[src/design/esi_pkg.sv]
package esi_pkg;
  // register indices on the control bus
  localparam logic [7:0] ESI_OFS_STATUS = 8'h09;
  localparam logic [7:0] ESI_OFS_INC_HI = 8'h0a;
  localparam logic [7:0] ESI_OFS_INC_MID = 8'h0b;
  localparam logic [7:0] ESI_OFS_INC_LO = 8'h0c;
  // status field positions
  localparam int ESI_ST_SYNC_OK = 7;
  localparam int ESI_ST_FRAME_LOCK = 6;
  localparam int ESI_ST_CC2_OK = 5;
  localparam int ESI_ST_CC1_OK = 4;
  localparam int ESI_ST_FIELD_LSB = 1;
  localparam int ESI_ST_JUMP = 0;
  // reset values and caption queue depth
  localparam logic ESI_RST_SYNC_OK = 1'b1;
  localparam logic ESI_RST_CC_OK = 1'b1;
  localparam logic [2:0] ESI_RST_FIELD = 3'h0;
  localparam logic [1:0] ESI_CC_DEPTH = 2'h2;
  localparam logic [23:0] ESI_RST_PHASE = 24'h00_0000;
  // hard-wired increments per standard
  localparam logic [23:0] ESI_INC_NTSC_M = 24'h21_F07C;
  localparam logic [23:0] ESI_INC_PAL_BGHIN = 24'h2A_098B;
  localparam logic [23:0] ESI_INC_PAL_N = 24'h21_F694;
  localparam logic [23:0] ESI_INC_PAL_M = 24'h21_E6F0;

  typedef enum logic [1:0] {
    ESI_STD_NTSC_M,
    ESI_STD_PAL_BGHIN,
    ESI_STD_PAL_N,
    ESI_STD_PAL_M
  } esi_std_e;

  typedef struct packed {
    logic wr;
    logic [7:0] addr;
    logic [7:0] wdata;
  } esi_reg_req_s;

  typedef struct packed {
    logic decode_valid;
    logic decode_err;
    logic slave_mode;
    logic ref_locked;
    logic [2:0] field_id;
    logic jump_busy;
  } esi_video_s;

  typedef struct packed {
    logic pair_written;
    logic pair_encoded;
  } esi_cc_s;
endpackage

[src/design/esi_status_inc.sv]
`timescale 1ns/1ps
module esi_status_inc (
  input wire logic ref_clk,
  input wire logic rstn,
  input esi_pkg::esi_reg_req_s reg_req,
  output logic [7:0] reg_rdata,
  input esi_pkg::esi_video_s video,
  input esi_pkg::esi_cc_s cc_field1,
  input esi_pkg::esi_cc_s cc_field2,
  input wire logic inc_select,
  input wire logic soft_reset,
  input esi_pkg::esi_std_e standard,
  output logic cc_field1_access_ok,
  output logic cc_field2_access_ok,
  output logic [23:0] synth_phase,
  output logic [7:0] synth_sine
);
  import esi_pkg::*;

  // pending pair count; a write and an encode in one cycle cancel out
  function automatic logic [1:0] cc_next(input logic [1:0] cnt, input esi_cc_s ev);
    logic [1:0] n;
    n = cnt;
    if (ev.pair_written && !ev.pair_encoded && cnt != ESI_CC_DEPTH) begin
      n = cnt + 2'h1;
    end else if (ev.pair_encoded && !ev.pair_written && cnt != 2'h0) begin
      n = cnt - 2'h1;
    end
    return n;
  endfunction

  // quarter-wave table, 16 steps; symmetry rebuilds the full cycle
  function automatic logic [6:0] quarter_sine(input logic [3:0] idx);
    logic [6:0] v;
    v = 7'h00;
    case (idx)
      4'h0: v = 7'h06;
      4'h1: v = 7'h13;
      4'h2: v = 7'h1F;
      4'h3: v = 7'h2B;
      4'h4: v = 7'h37;
      4'h5: v = 7'h42;
      4'h6: v = 7'h4C;
      4'h7: v = 7'h56;
      4'h8: v = 7'h5F;
      4'h9: v = 7'h67;
      4'hA: v = 7'h6D;
      4'hB: v = 7'h73;
      4'hC: v = 7'h78;
      4'hD: v = 7'h7B;
      4'hE: v = 7'h7E;
      default: v = 7'h7F;
    endcase
    return v;
  endfunction

  function automatic logic [23:0] hardwired_inc(input esi_std_e std);
    logic [23:0] v;
    v = ESI_INC_NTSC_M;
    case (std)
      ESI_STD_PAL_BGHIN: v = ESI_INC_PAL_BGHIN;
      ESI_STD_PAL_N: v = ESI_INC_PAL_N;
      ESI_STD_PAL_M: v = ESI_INC_PAL_M;
      default: v = ESI_INC_NTSC_M;
    endcase
    return v;
  endfunction

  logic sync_ok_q, sync_ok_d;
  logic last_err_q, last_err_d;
  logic lock_q, lock_d;
  logic [2:0] field_q, field_d;
  logic jump_q, jump_d;
  logic [1:0] cc1_cnt_q, cc1_cnt_d;
  logic [1:0] cc2_cnt_q, cc2_cnt_d;
  logic [7:0] inc_hi_q, inc_hi_d;
  logic [7:0] inc_mid_q, inc_mid_d;
  logic [7:0] inc_lo_q, inc_lo_d;
  logic use_prog_q, use_prog_d;
  logic [23:0] prog_inc_q, prog_inc_d;
  logic [23:0] phase_q, phase_d;
  logic [7:0] sine_q, sine_d;
  logic [7:0] rdata_q, rdata_d;
  logic [23:0] active_inc;
  logic [7:0] status_byte;

  // video status sampling
  always_comb begin
    sync_ok_d = sync_ok_q;
    last_err_d = last_err_q;
    if (video.decode_valid) begin
      last_err_d = video.decode_err;
      sync_ok_d = !(video.decode_err && last_err_q);
    end
    lock_d = video.slave_mode && video.ref_locked;
    field_d = video.field_id;
    jump_d = video.jump_busy;
  end

  always_ff @(posedge ref_clk or negedge rstn) begin
    if (!rstn) begin
      sync_ok_q <= ESI_RST_SYNC_OK;
      last_err_q <= 1'b0;
      lock_q <= 1'b0;
      field_q <= ESI_RST_FIELD;
      jump_q <= 1'b0;
    end else begin
      sync_ok_q <= sync_ok_d;
      last_err_q <= last_err_d;
      lock_q <= lock_d;
      field_q <= field_d;
      jump_q <= jump_d;
    end
  end

  // caption buffer occupancy, one count per field
  always_comb begin
    cc1_cnt_d = cc_next(cc1_cnt_q, cc_field1);
    cc2_cnt_d = cc_next(cc2_cnt_q, cc_field2);
  end

  always_ff @(posedge ref_clk or negedge rstn) begin
    if (!rstn) begin
      cc1_cnt_q <= 2'h0;
      cc2_cnt_q <= 2'h0;
    end else begin
      cc1_cnt_q <= cc1_cnt_d;
      cc2_cnt_q <= cc2_cnt_d;
    end
  end

  // flag drops only with two pairs queued, so a single write per frame keeps it high
  assign cc_field1_access_ok = (cc1_cnt_q != ESI_CC_DEPTH);
  assign cc_field2_access_ok = (cc2_cnt_q != ESI_CC_DEPTH);

  // increment byte registers; deliberately outside every reset
  always_comb begin
    inc_hi_d = inc_hi_q;
    inc_mid_d = inc_mid_q;
    inc_lo_d = inc_lo_q;
    if (reg_req.wr) begin
      case (reg_req.addr)
        ESI_OFS_INC_HI: inc_hi_d = reg_req.wdata;
        ESI_OFS_INC_MID: inc_mid_d = reg_req.wdata;
        ESI_OFS_INC_LO: inc_lo_d = reg_req.wdata;
        default: inc_hi_d = inc_hi_q;
      endcase
    end
  end

  always_ff @(posedge ref_clk) begin
    inc_hi_q <= inc_hi_d;
    inc_mid_q <= inc_mid_d;
    inc_lo_q <= inc_lo_d;
  end

  // increment source latched only at soft reset
  always_comb begin
    use_prog_d = use_prog_q;
    prog_inc_d = prog_inc_q;
    if (soft_reset) begin
      use_prog_d = inc_select;
      prog_inc_d = {inc_hi_q, inc_mid_q, inc_lo_q};
    end
  end

  always_ff @(posedge ref_clk or negedge rstn) begin
    if (!rstn) begin
      use_prog_q <= 1'b0;
      prog_inc_q <= ESI_RST_PHASE;
    end else begin
      use_prog_q <= use_prog_d;
      prog_inc_q <= prog_inc_d;
    end
  end

  // hard-wired value follows the standard live, as it is not held in a register
  assign active_inc = use_prog_q ? prog_inc_q : hardwired_inc(standard);

  // phase accumulator and sine lookup
  always_comb begin
    logic [6:0] q;
    logic [3:0] idx;
    q = 7'h00;
    idx = phase_q[21:18];
    phase_d = soft_reset ? ESI_RST_PHASE : phase_q + active_inc;
    if (phase_q[22]) begin
      idx = ~phase_q[21:18];
    end
    q = quarter_sine(idx);
    sine_d = phase_q[23] ? (8'h80 - {1'b0, q}) : (8'h80 + {1'b0, q});
  end

  always_ff @(posedge ref_clk or negedge rstn) begin
    if (!rstn) begin
      phase_q <= ESI_RST_PHASE;
      sine_q <= 8'h80;
    end else begin
      phase_q <= phase_d;
      sine_q <= sine_d;
    end
  end

  assign synth_phase = phase_q;
  assign synth_sine = sine_q;

  // status byte assembly
  always_comb begin
    status_byte = 8'h00;
    status_byte[ESI_ST_SYNC_OK] = sync_ok_q;
    status_byte[ESI_ST_FRAME_LOCK] = lock_q;
    status_byte[ESI_ST_CC2_OK] = cc_field2_access_ok;
    status_byte[ESI_ST_CC1_OK] = cc_field1_access_ok;
    status_byte[ESI_ST_FIELD_LSB +: 3] = field_q;
    status_byte[ESI_ST_JUMP] = jump_q;
  end

  // read data registered; unmapped offsets read zero
  always_comb begin
    case (reg_req.addr)
      ESI_OFS_STATUS: rdata_d = status_byte;
      ESI_OFS_INC_HI: rdata_d = inc_hi_q;
      ESI_OFS_INC_MID: rdata_d = inc_mid_q;
      ESI_OFS_INC_LO: rdata_d = inc_lo_q;
      default: rdata_d = 8'h00;
    endcase
  end

  always_ff @(posedge ref_clk or negedge rstn) begin
    if (!rstn) begin
      rdata_q <= 8'h00;
    end else begin
      rdata_q <= rdata_d;
    end
  end

  assign reg_rdata = rdata_q;
endmodule

[config.mk]
export PLATFORM = sky130hd
export DESIGN_NAME = esi_status_inc
export DESIGN_NICKNAME = d
export VERILOG_FILES = /design/src/design/esi_pkg.sv /design/src/design/esi_status_inc.sv
export SDC_FILE = /design/constraint.sdc
export NUM_CORES = 1
export LEC_CHECK = 0
export ABC_AREA = 0
export BUFFER_PORTS_ARGS = -buffer_cell sky130_fd_sc_hd__buf_2
export CAP_MARGIN = 20
export CELL_PAD_IN_SITES_DETAIL_PLACEMENT = 1
export CELL_PAD_IN_SITES_GLOBAL_PLACEMENT = 1
export CORE_MARGIN = 10
export CORE_UTILIZATION = 49
export CTS_BUF_LIST = sky130_fd_sc_hd__clkbuf_16
export DETAILED_ROUTE_END_ITERATION = 8
export PLACE_DENSITY = 0.93
export SLEW_MARGIN = 30
export SYNTH_ARGS = -nofsm -noshare
export SYNTH_HDL_FRONTEND = slang
export SYNTH_SLANG_ARGS = --single-unit
export TNS_END_PERCENT = 100
[constraint.sdc]
create_clock -name ref_clk -period 6.81 [get_ports ref_clk]
set_clock_uncertainty 0.15 [all_clocks]
set_input_delay 0.681 -clock ref_clk [delete_from_list [all_inputs] [get_ports ref_clk]]
set_output_delay 0.681 -clock ref_clk [all_outputs]
set_load 0.02 [all_outputs]
==> impl_table.tex <==
\begin{tabular}{lr}
\hline
Metric & Value \\
\hline
\multicolumn{2}{l}{\textbf{Timing}} \\
\quad Setup-violating endpoint count in the final report & 0 \\
\quad Shortest clock period the worst path allows after layout & 3.69 ns \\
\quad Worst relative slew slack & 50.2\% \\
\quad Actual slew at the worst max-slew pin & 0.747 ns \\
\quad Crit share post-route & 54.2\% \\
\quad Hold violation total from the final report & 0 \\
\quad Max-slew violation total from the final report & 0 \\
\quad Highest Clock Rate & 271 MHz \\
\quad Setup TNS & 0 ns \\
\quad Setup repair after global routing missed its margin & no \\
\quad Smallest hold slack & 0.193 ns \\
\multicolumn{2}{l}{\textbf{Pwr}} \\
\quad Relative contribution of the clock network to total power & 19.6\% \\
\quad Combinational Power Share & 48.5\% \\
\quad Net Switching & 1.17 mW \\
\quad Cell Int Power & 1.50 mW \\
\quad LEAKAGE & 2.87 nW \\
\quad Largest vdd supply drop & 0.000255 V \\
\quad Sequential share of power & 31.9\% \\
\quad Power density relative to cell area & 426 nW/um\^{}2 \\
\quad Switch share & 43.8\% \\
\multicolumn{2}{l}{\textbf{Global routing}} \\
\quad All-Layer GR Usage & 19.7\% \\
\quad Via count of the first global-routing pass & 4,775 \\
\quad Total global routing overflow & 0 \\
\quad First-pass GRT wire length & 25.5 mm \\
\quad Initial antenna violation count & 0 \\
\quad Pin count of the biggest net entering global routing & 77 \\
\quad Most used routing layer in global routing & met2 \\
\quad Met1 Resource Use GR & 21.7\% \\
\quad Met2 Usage GRT & 36.7\% \\
\quad Met3 Resource Use GR & 4.21\% \\
\multicolumn{2}{l}{\textbf{Worst setup path}} \\
\quad List of cells traversed by the critical path & xor2\_1 > inv\_1 > ha\_1 > or4\_4 > and4\_1 > a311oi\_1 > o21ai\_2 > o31ai\_1 > xnor2\_1 \\
\quad Crit start category & flip-flop \\
\quad Worst path arrival time & 3.76 ns \\
\quad Setup CP Type & reg2reg \\
\quad Critical Path Slowest Stage Cell & sky130\_fd\_sc\_hd\_\_dfrtp\_1 \\
\quad Kind of capture point of the worst setup path & flip-flop \\
\quad Critical path launch point & synth\_phase[22] \\
\quad Crit Reg-Reg Startpoint & synth\_phase[22] \\
\quad Top fanout value on the critical path & 22 \\
\quad Slowest Stage Delay on Critical Path & 0.83 ns \\
\quad Worst endpoint required time & 6.88 ns \\
\quad Combined buffer and inverter count along the critical path & 1 \\
\quad Cell family contributing the most delay on the critical path & flip-flops \\
\multicolumn{2}{l}{\textbf{Die}} \\
\quad Std-Cell Core Area & 11,000 um\^{}2 \\
\quad Horizontal die dimension & 127 um \\
\quad Die area & 16,000 um\^{}2 \\
\quad Die extent in y & 127 um \\
\quad Number of I/O pins & 77 \\
\quad Standard-cell rows & 38 \\
\quad Starting density of the core & 50.7\% \\
\multicolumn{2}{l}{\textbf{Place}} \\
\quad Sum of net half-perimeters after detailed placement & 11.8 mm \\
\quad RD Place Congestion & 0.948 \\
\quad Port Buffers & 76 \\
\multicolumn{2}{l}{\textbf{Clock tree}} \\
\quad Clock latency on the worst-skew pair & 0.35 ns \\
\quad Number of instances resized during post-cts repair & 0 \\
\quad Sinks on Clock Net & 100 \\
\quad H-Tree Level Count & 3 \\
\quad Hold Buf Count CTS & 0 \\
\quad Buffer count from post-CTS setup fixing & 0 \\
\quad Clock transition at the registers of the reported paths & 0.09 ns \\
\quad Clk Tree Root Cell & sky130\_fd\_sc\_hd\_\_clkbuf\_16 \\
\quad Num CTS Buffers & 9 \\
\quad Max Buffers Root-to-Sink & 2 \\
\quad TritonCTS clock tree & built \\
\multicolumn{2}{l}{\textbf{Logic synthesis}} \\
\quad Post-synthesis area per instance & 10.3 um\^{}2 \\
\quad Number of distinct standard cells referenced by the synthesized netlist & 55 \\
\quad EDFF count, synth & 24 \\
\quad Proportion of synthesized flip-flops having asynchronous set or reset & 76.0\% \\
\quad Sequential element share of the synthesized area & 47.1\% \\
\quad Net Count, Synth & 611 \\
\quad Dominant synthesized flop cell & sky130\_fd\_sc\_hd\_\_dfrtp\_1 \\
\quad Number of register bits inferred by synthesis & 100 \\
\quad Mapped Cells & 539 \\
\quad Yosys warnings & 0 \\
\quad Post-synthesis cell area & 5570 um\^{}2 \\
\multicolumn{2}{l}{\textbf{Layout}} \\
\quad Syn-to-layout area delta & 12.8\% \\
\quad Ratio of cells with drive above 1 in the final layout & 22.1\% \\
\quad Total Nets Final & 672 \\
\quad Number of fill cells & 1,237 \\
\quad Antenna fix cells & 0 \\
\multicolumn{2}{l}{\textbf{Drt}} \\
\quad Drt first pass iters & 4 \\
\quad Initial drt markers & 219 \\
\quad Final antenna-violating net count & 0 \\
\quad Residual DRC count & 0 \\
\quad Via count & 4,394 \\
\quad Final wirelength & 16.0 mm \\
\quad Routed wire per std cell & 21.5 um \\
\quad Vias per cell & 5.90 \\
\multicolumn{2}{l}{\textbf{Hold path}} \\
\quad Type of the tightest min-delay check & in2async \\
\multicolumn{2}{l}{\textbf{Run}} \\
\quad Max-Cap Viols & 0 \\
\multicolumn{2}{l}{\textbf{Status}} \\
\quad Run status & completed \\
\hline
\end{tabular}
logic make-up after synthesis:
logic type / count (synthesis) / synth area share [%]
adders and majority gates: 37 / 8.45
buffers and inverters: 50 / 4.45
xor gates and xnor gates: 26 / 4.09
DFF: 100 / 47.1
and+or+nand+nor: 169 / 14.6
AOI/OAI and AO/OA: 124 / 14.7
muxes: 33 / 6.58
Yosys cell counts, types with 2 or more instances:
| library cell | count | area, um^2 |
|---|---|---|
| sky130_fd_sc_hd__a2111oi_0 | 2 | 17.5 |
| sky130_fd_sc_hd__a211oi_1 | 4 | 30.0 |
| sky130_fd_sc_hd__a21o_1 | 8 | 60.1 |
| sky130_fd_sc_hd__a21oi_1 | 31 | 155 |
| sky130_fd_sc_hd__a22oi_1 | 18 | 135 |
| sky130_fd_sc_hd__a31oi_1 | 4 | 25.0 |
| sky130_fd_sc_hd__and2_1 | 7 | 43.8 |
| sky130_fd_sc_hd__and3_1 | 2 | 12.5 |
| sky130_fd_sc_hd__and3b_1 | 2 | 17.5 |
| sky130_fd_sc_hd__and4_1 | 2 | 17.5 |
| sky130_fd_sc_hd__buf_6 | 8 | 90.1 |
| sky130_fd_sc_hd__clkbuf_1 | 19 | 71.3 |
| sky130_fd_sc_hd__dfrtp_1 | 74 | 1850 |
| sky130_fd_sc_hd__dfstp_2 | 2 | 52.6 |
| sky130_fd_sc_hd__edfxtp_1 | 24 | 721 |
| sky130_fd_sc_hd__ha_1 | 36 | 450 |
| sky130_fd_sc_hd__inv_1 | 23 | 86.3 |
| sky130_fd_sc_hd__mux2_2 | 29 | 327 |
| sky130_fd_sc_hd__mux2i_1 | 4 | 40.0 |
| sky130_fd_sc_hd__nand2_1 | 58 | 218 |
| sky130_fd_sc_hd__nand2b_1 | 6 | 37.5 |
| sky130_fd_sc_hd__nand3_1 | 6 | 30.0 |
| sky130_fd_sc_hd__nand3b_1 | 2 | 15.0 |
| sky130_fd_sc_hd__nand4_1 | 8 | 50.1 |
| sky130_fd_sc_hd__nor2_1 | 44 | 165 |
| sky130_fd_sc_hd__nor2b_1 | 17 | 106 |
| sky130_fd_sc_hd__nor3_1 | 6 | 30.0 |
| sky130_fd_sc_hd__nor3b_1 | 2 | 15.0 |
| sky130_fd_sc_hd__o21a_1 | 4 | 30.0 |
| sky130_fd_sc_hd__o21ai_0 | 28 | 140 |
| sky130_fd_sc_hd__o21ai_2 | 2 | 17.5 |
| sky130_fd_sc_hd__o21bai_1 | 2 | 15.0 |
| sky130_fd_sc_hd__o221ai_1 | 2 | 17.5 |
| sky130_fd_sc_hd__o2bb2ai_1 | 2 | 17.5 |
| sky130_fd_sc_hd__o31ai_1 | 6 | 45.0 |
| sky130_fd_sc_hd__or2_2 | 2 | 12.5 |
| sky130_fd_sc_hd__xnor2_1 | 15 | 131 |
| sky130_fd_sc_hd__xor2_1 | 11 | 96.3 |
placed cells by master (no fill, tap or decap), drive strengths merged, types with 4 or more instances in the layout:
cell type / n
a31oi: 4
nor2: 44
nand2b: 6
a22oi: 18
a21oi: 31
a21o: 8
dfrtp: 74
ha: 36
and2: 7
edfxtp: 24
o21ai: 30
mux2: 29
a211oi: 4
nor2b: 17
clkbuf: 10
nand3: 6
xor2: 11
mux2i: 4
buf: 77
o21a: 4
inv: 26
nand2: 58
nand4: 8
nor3: 6
xnor2: 15
o31ai: 6
final cells by class:
type / count / area (um^2) / area share [%]
tap: 140 / 175 / 2.79
sequential: 100 / 2630 / 41.8
timing repair buffer: 77 / 397 / 6.31
clock buffer: 10 / 250 / 3.98
clock inverter: 6 / 52.6 / 0.836
inverter: 23 / 86.3 / 1.37
multi-input combinational: 389 / 2700 / 42.9
path summary, 6_finish.rpt:
check / cells after the start / slack (ns) / endpoint
max in group asynchronous: 1 / 5.79 / use_prog_q
max reg2reg: 9 / 3.12 / synth_sine[4]
min in group ref_clk: 1 / 0.27 / sync_ok_q
max: 9 / 3.12 / synth_sine[4]
min: 1 / 0.19 / synth_phase[11]
min reg2reg: 1 / 0.27 / sync_ok_q
registers in the layout, summed over array words and instances (netlist names):
register,cells
last_err_q,1
prog_inc_q,24
synth_sine,8
lock_q,1
inc_mid_q,8
inc_hi_q,8
synth_phase,24
inc_lo_q,8
sync_ok_q,1
jump_q,1
field_q,3
cc2_cnt_q,2
reg_rdata,8
use_prog_q,1
cc1_cnt_q,2
layer usage:
layer | routed length (um) | up-vias
li1 | - | 2040
met5 | 0 | -
met2 | 8560 | 112
met1 | 6350 | 2217
met4 | 297 | 0
met3 | 795 | 25
through the flow:
stage / cells / instance area (um^2) / setup WS, ns / util (%) / total power [mW]
6_report: 745 / 6280 / 3.12 / 57.2 / 2.67
5_1_grt: 745 / 6280 / 2.85 / 57.2 / 2.85
4_1_cts: 745 / 6280 / 2.94 / 57.2 / 2.68
3_5_place_dp: 729 / 5980 / 2.90 / 54.4 / 2.14
3_3_place_gp: 729 / 5970 / 3.04 / 54.4 / 2.04
2_1_floorplan: 539 / 5570 / 3.44 / - / 1.82
power by group through the flow:
| stage | Combinational [mW] | Clock (mW) | Sequential, mW |
|---|---|---|---|
| finish | 1.30 | 0.524 | 0.853 |
| global route | 1.42 | 0.553 | 0.872 |
| CTS | 1.30 | 0.530 | 0.851 |
| detailed placement | 1.28 | 0 | 0.862 |
| global placement | 1.19 | 0 | 0.850 |
| floorplan | 0.919 | 0 | 0.897 |
Power figures use the tool's default switching activity.
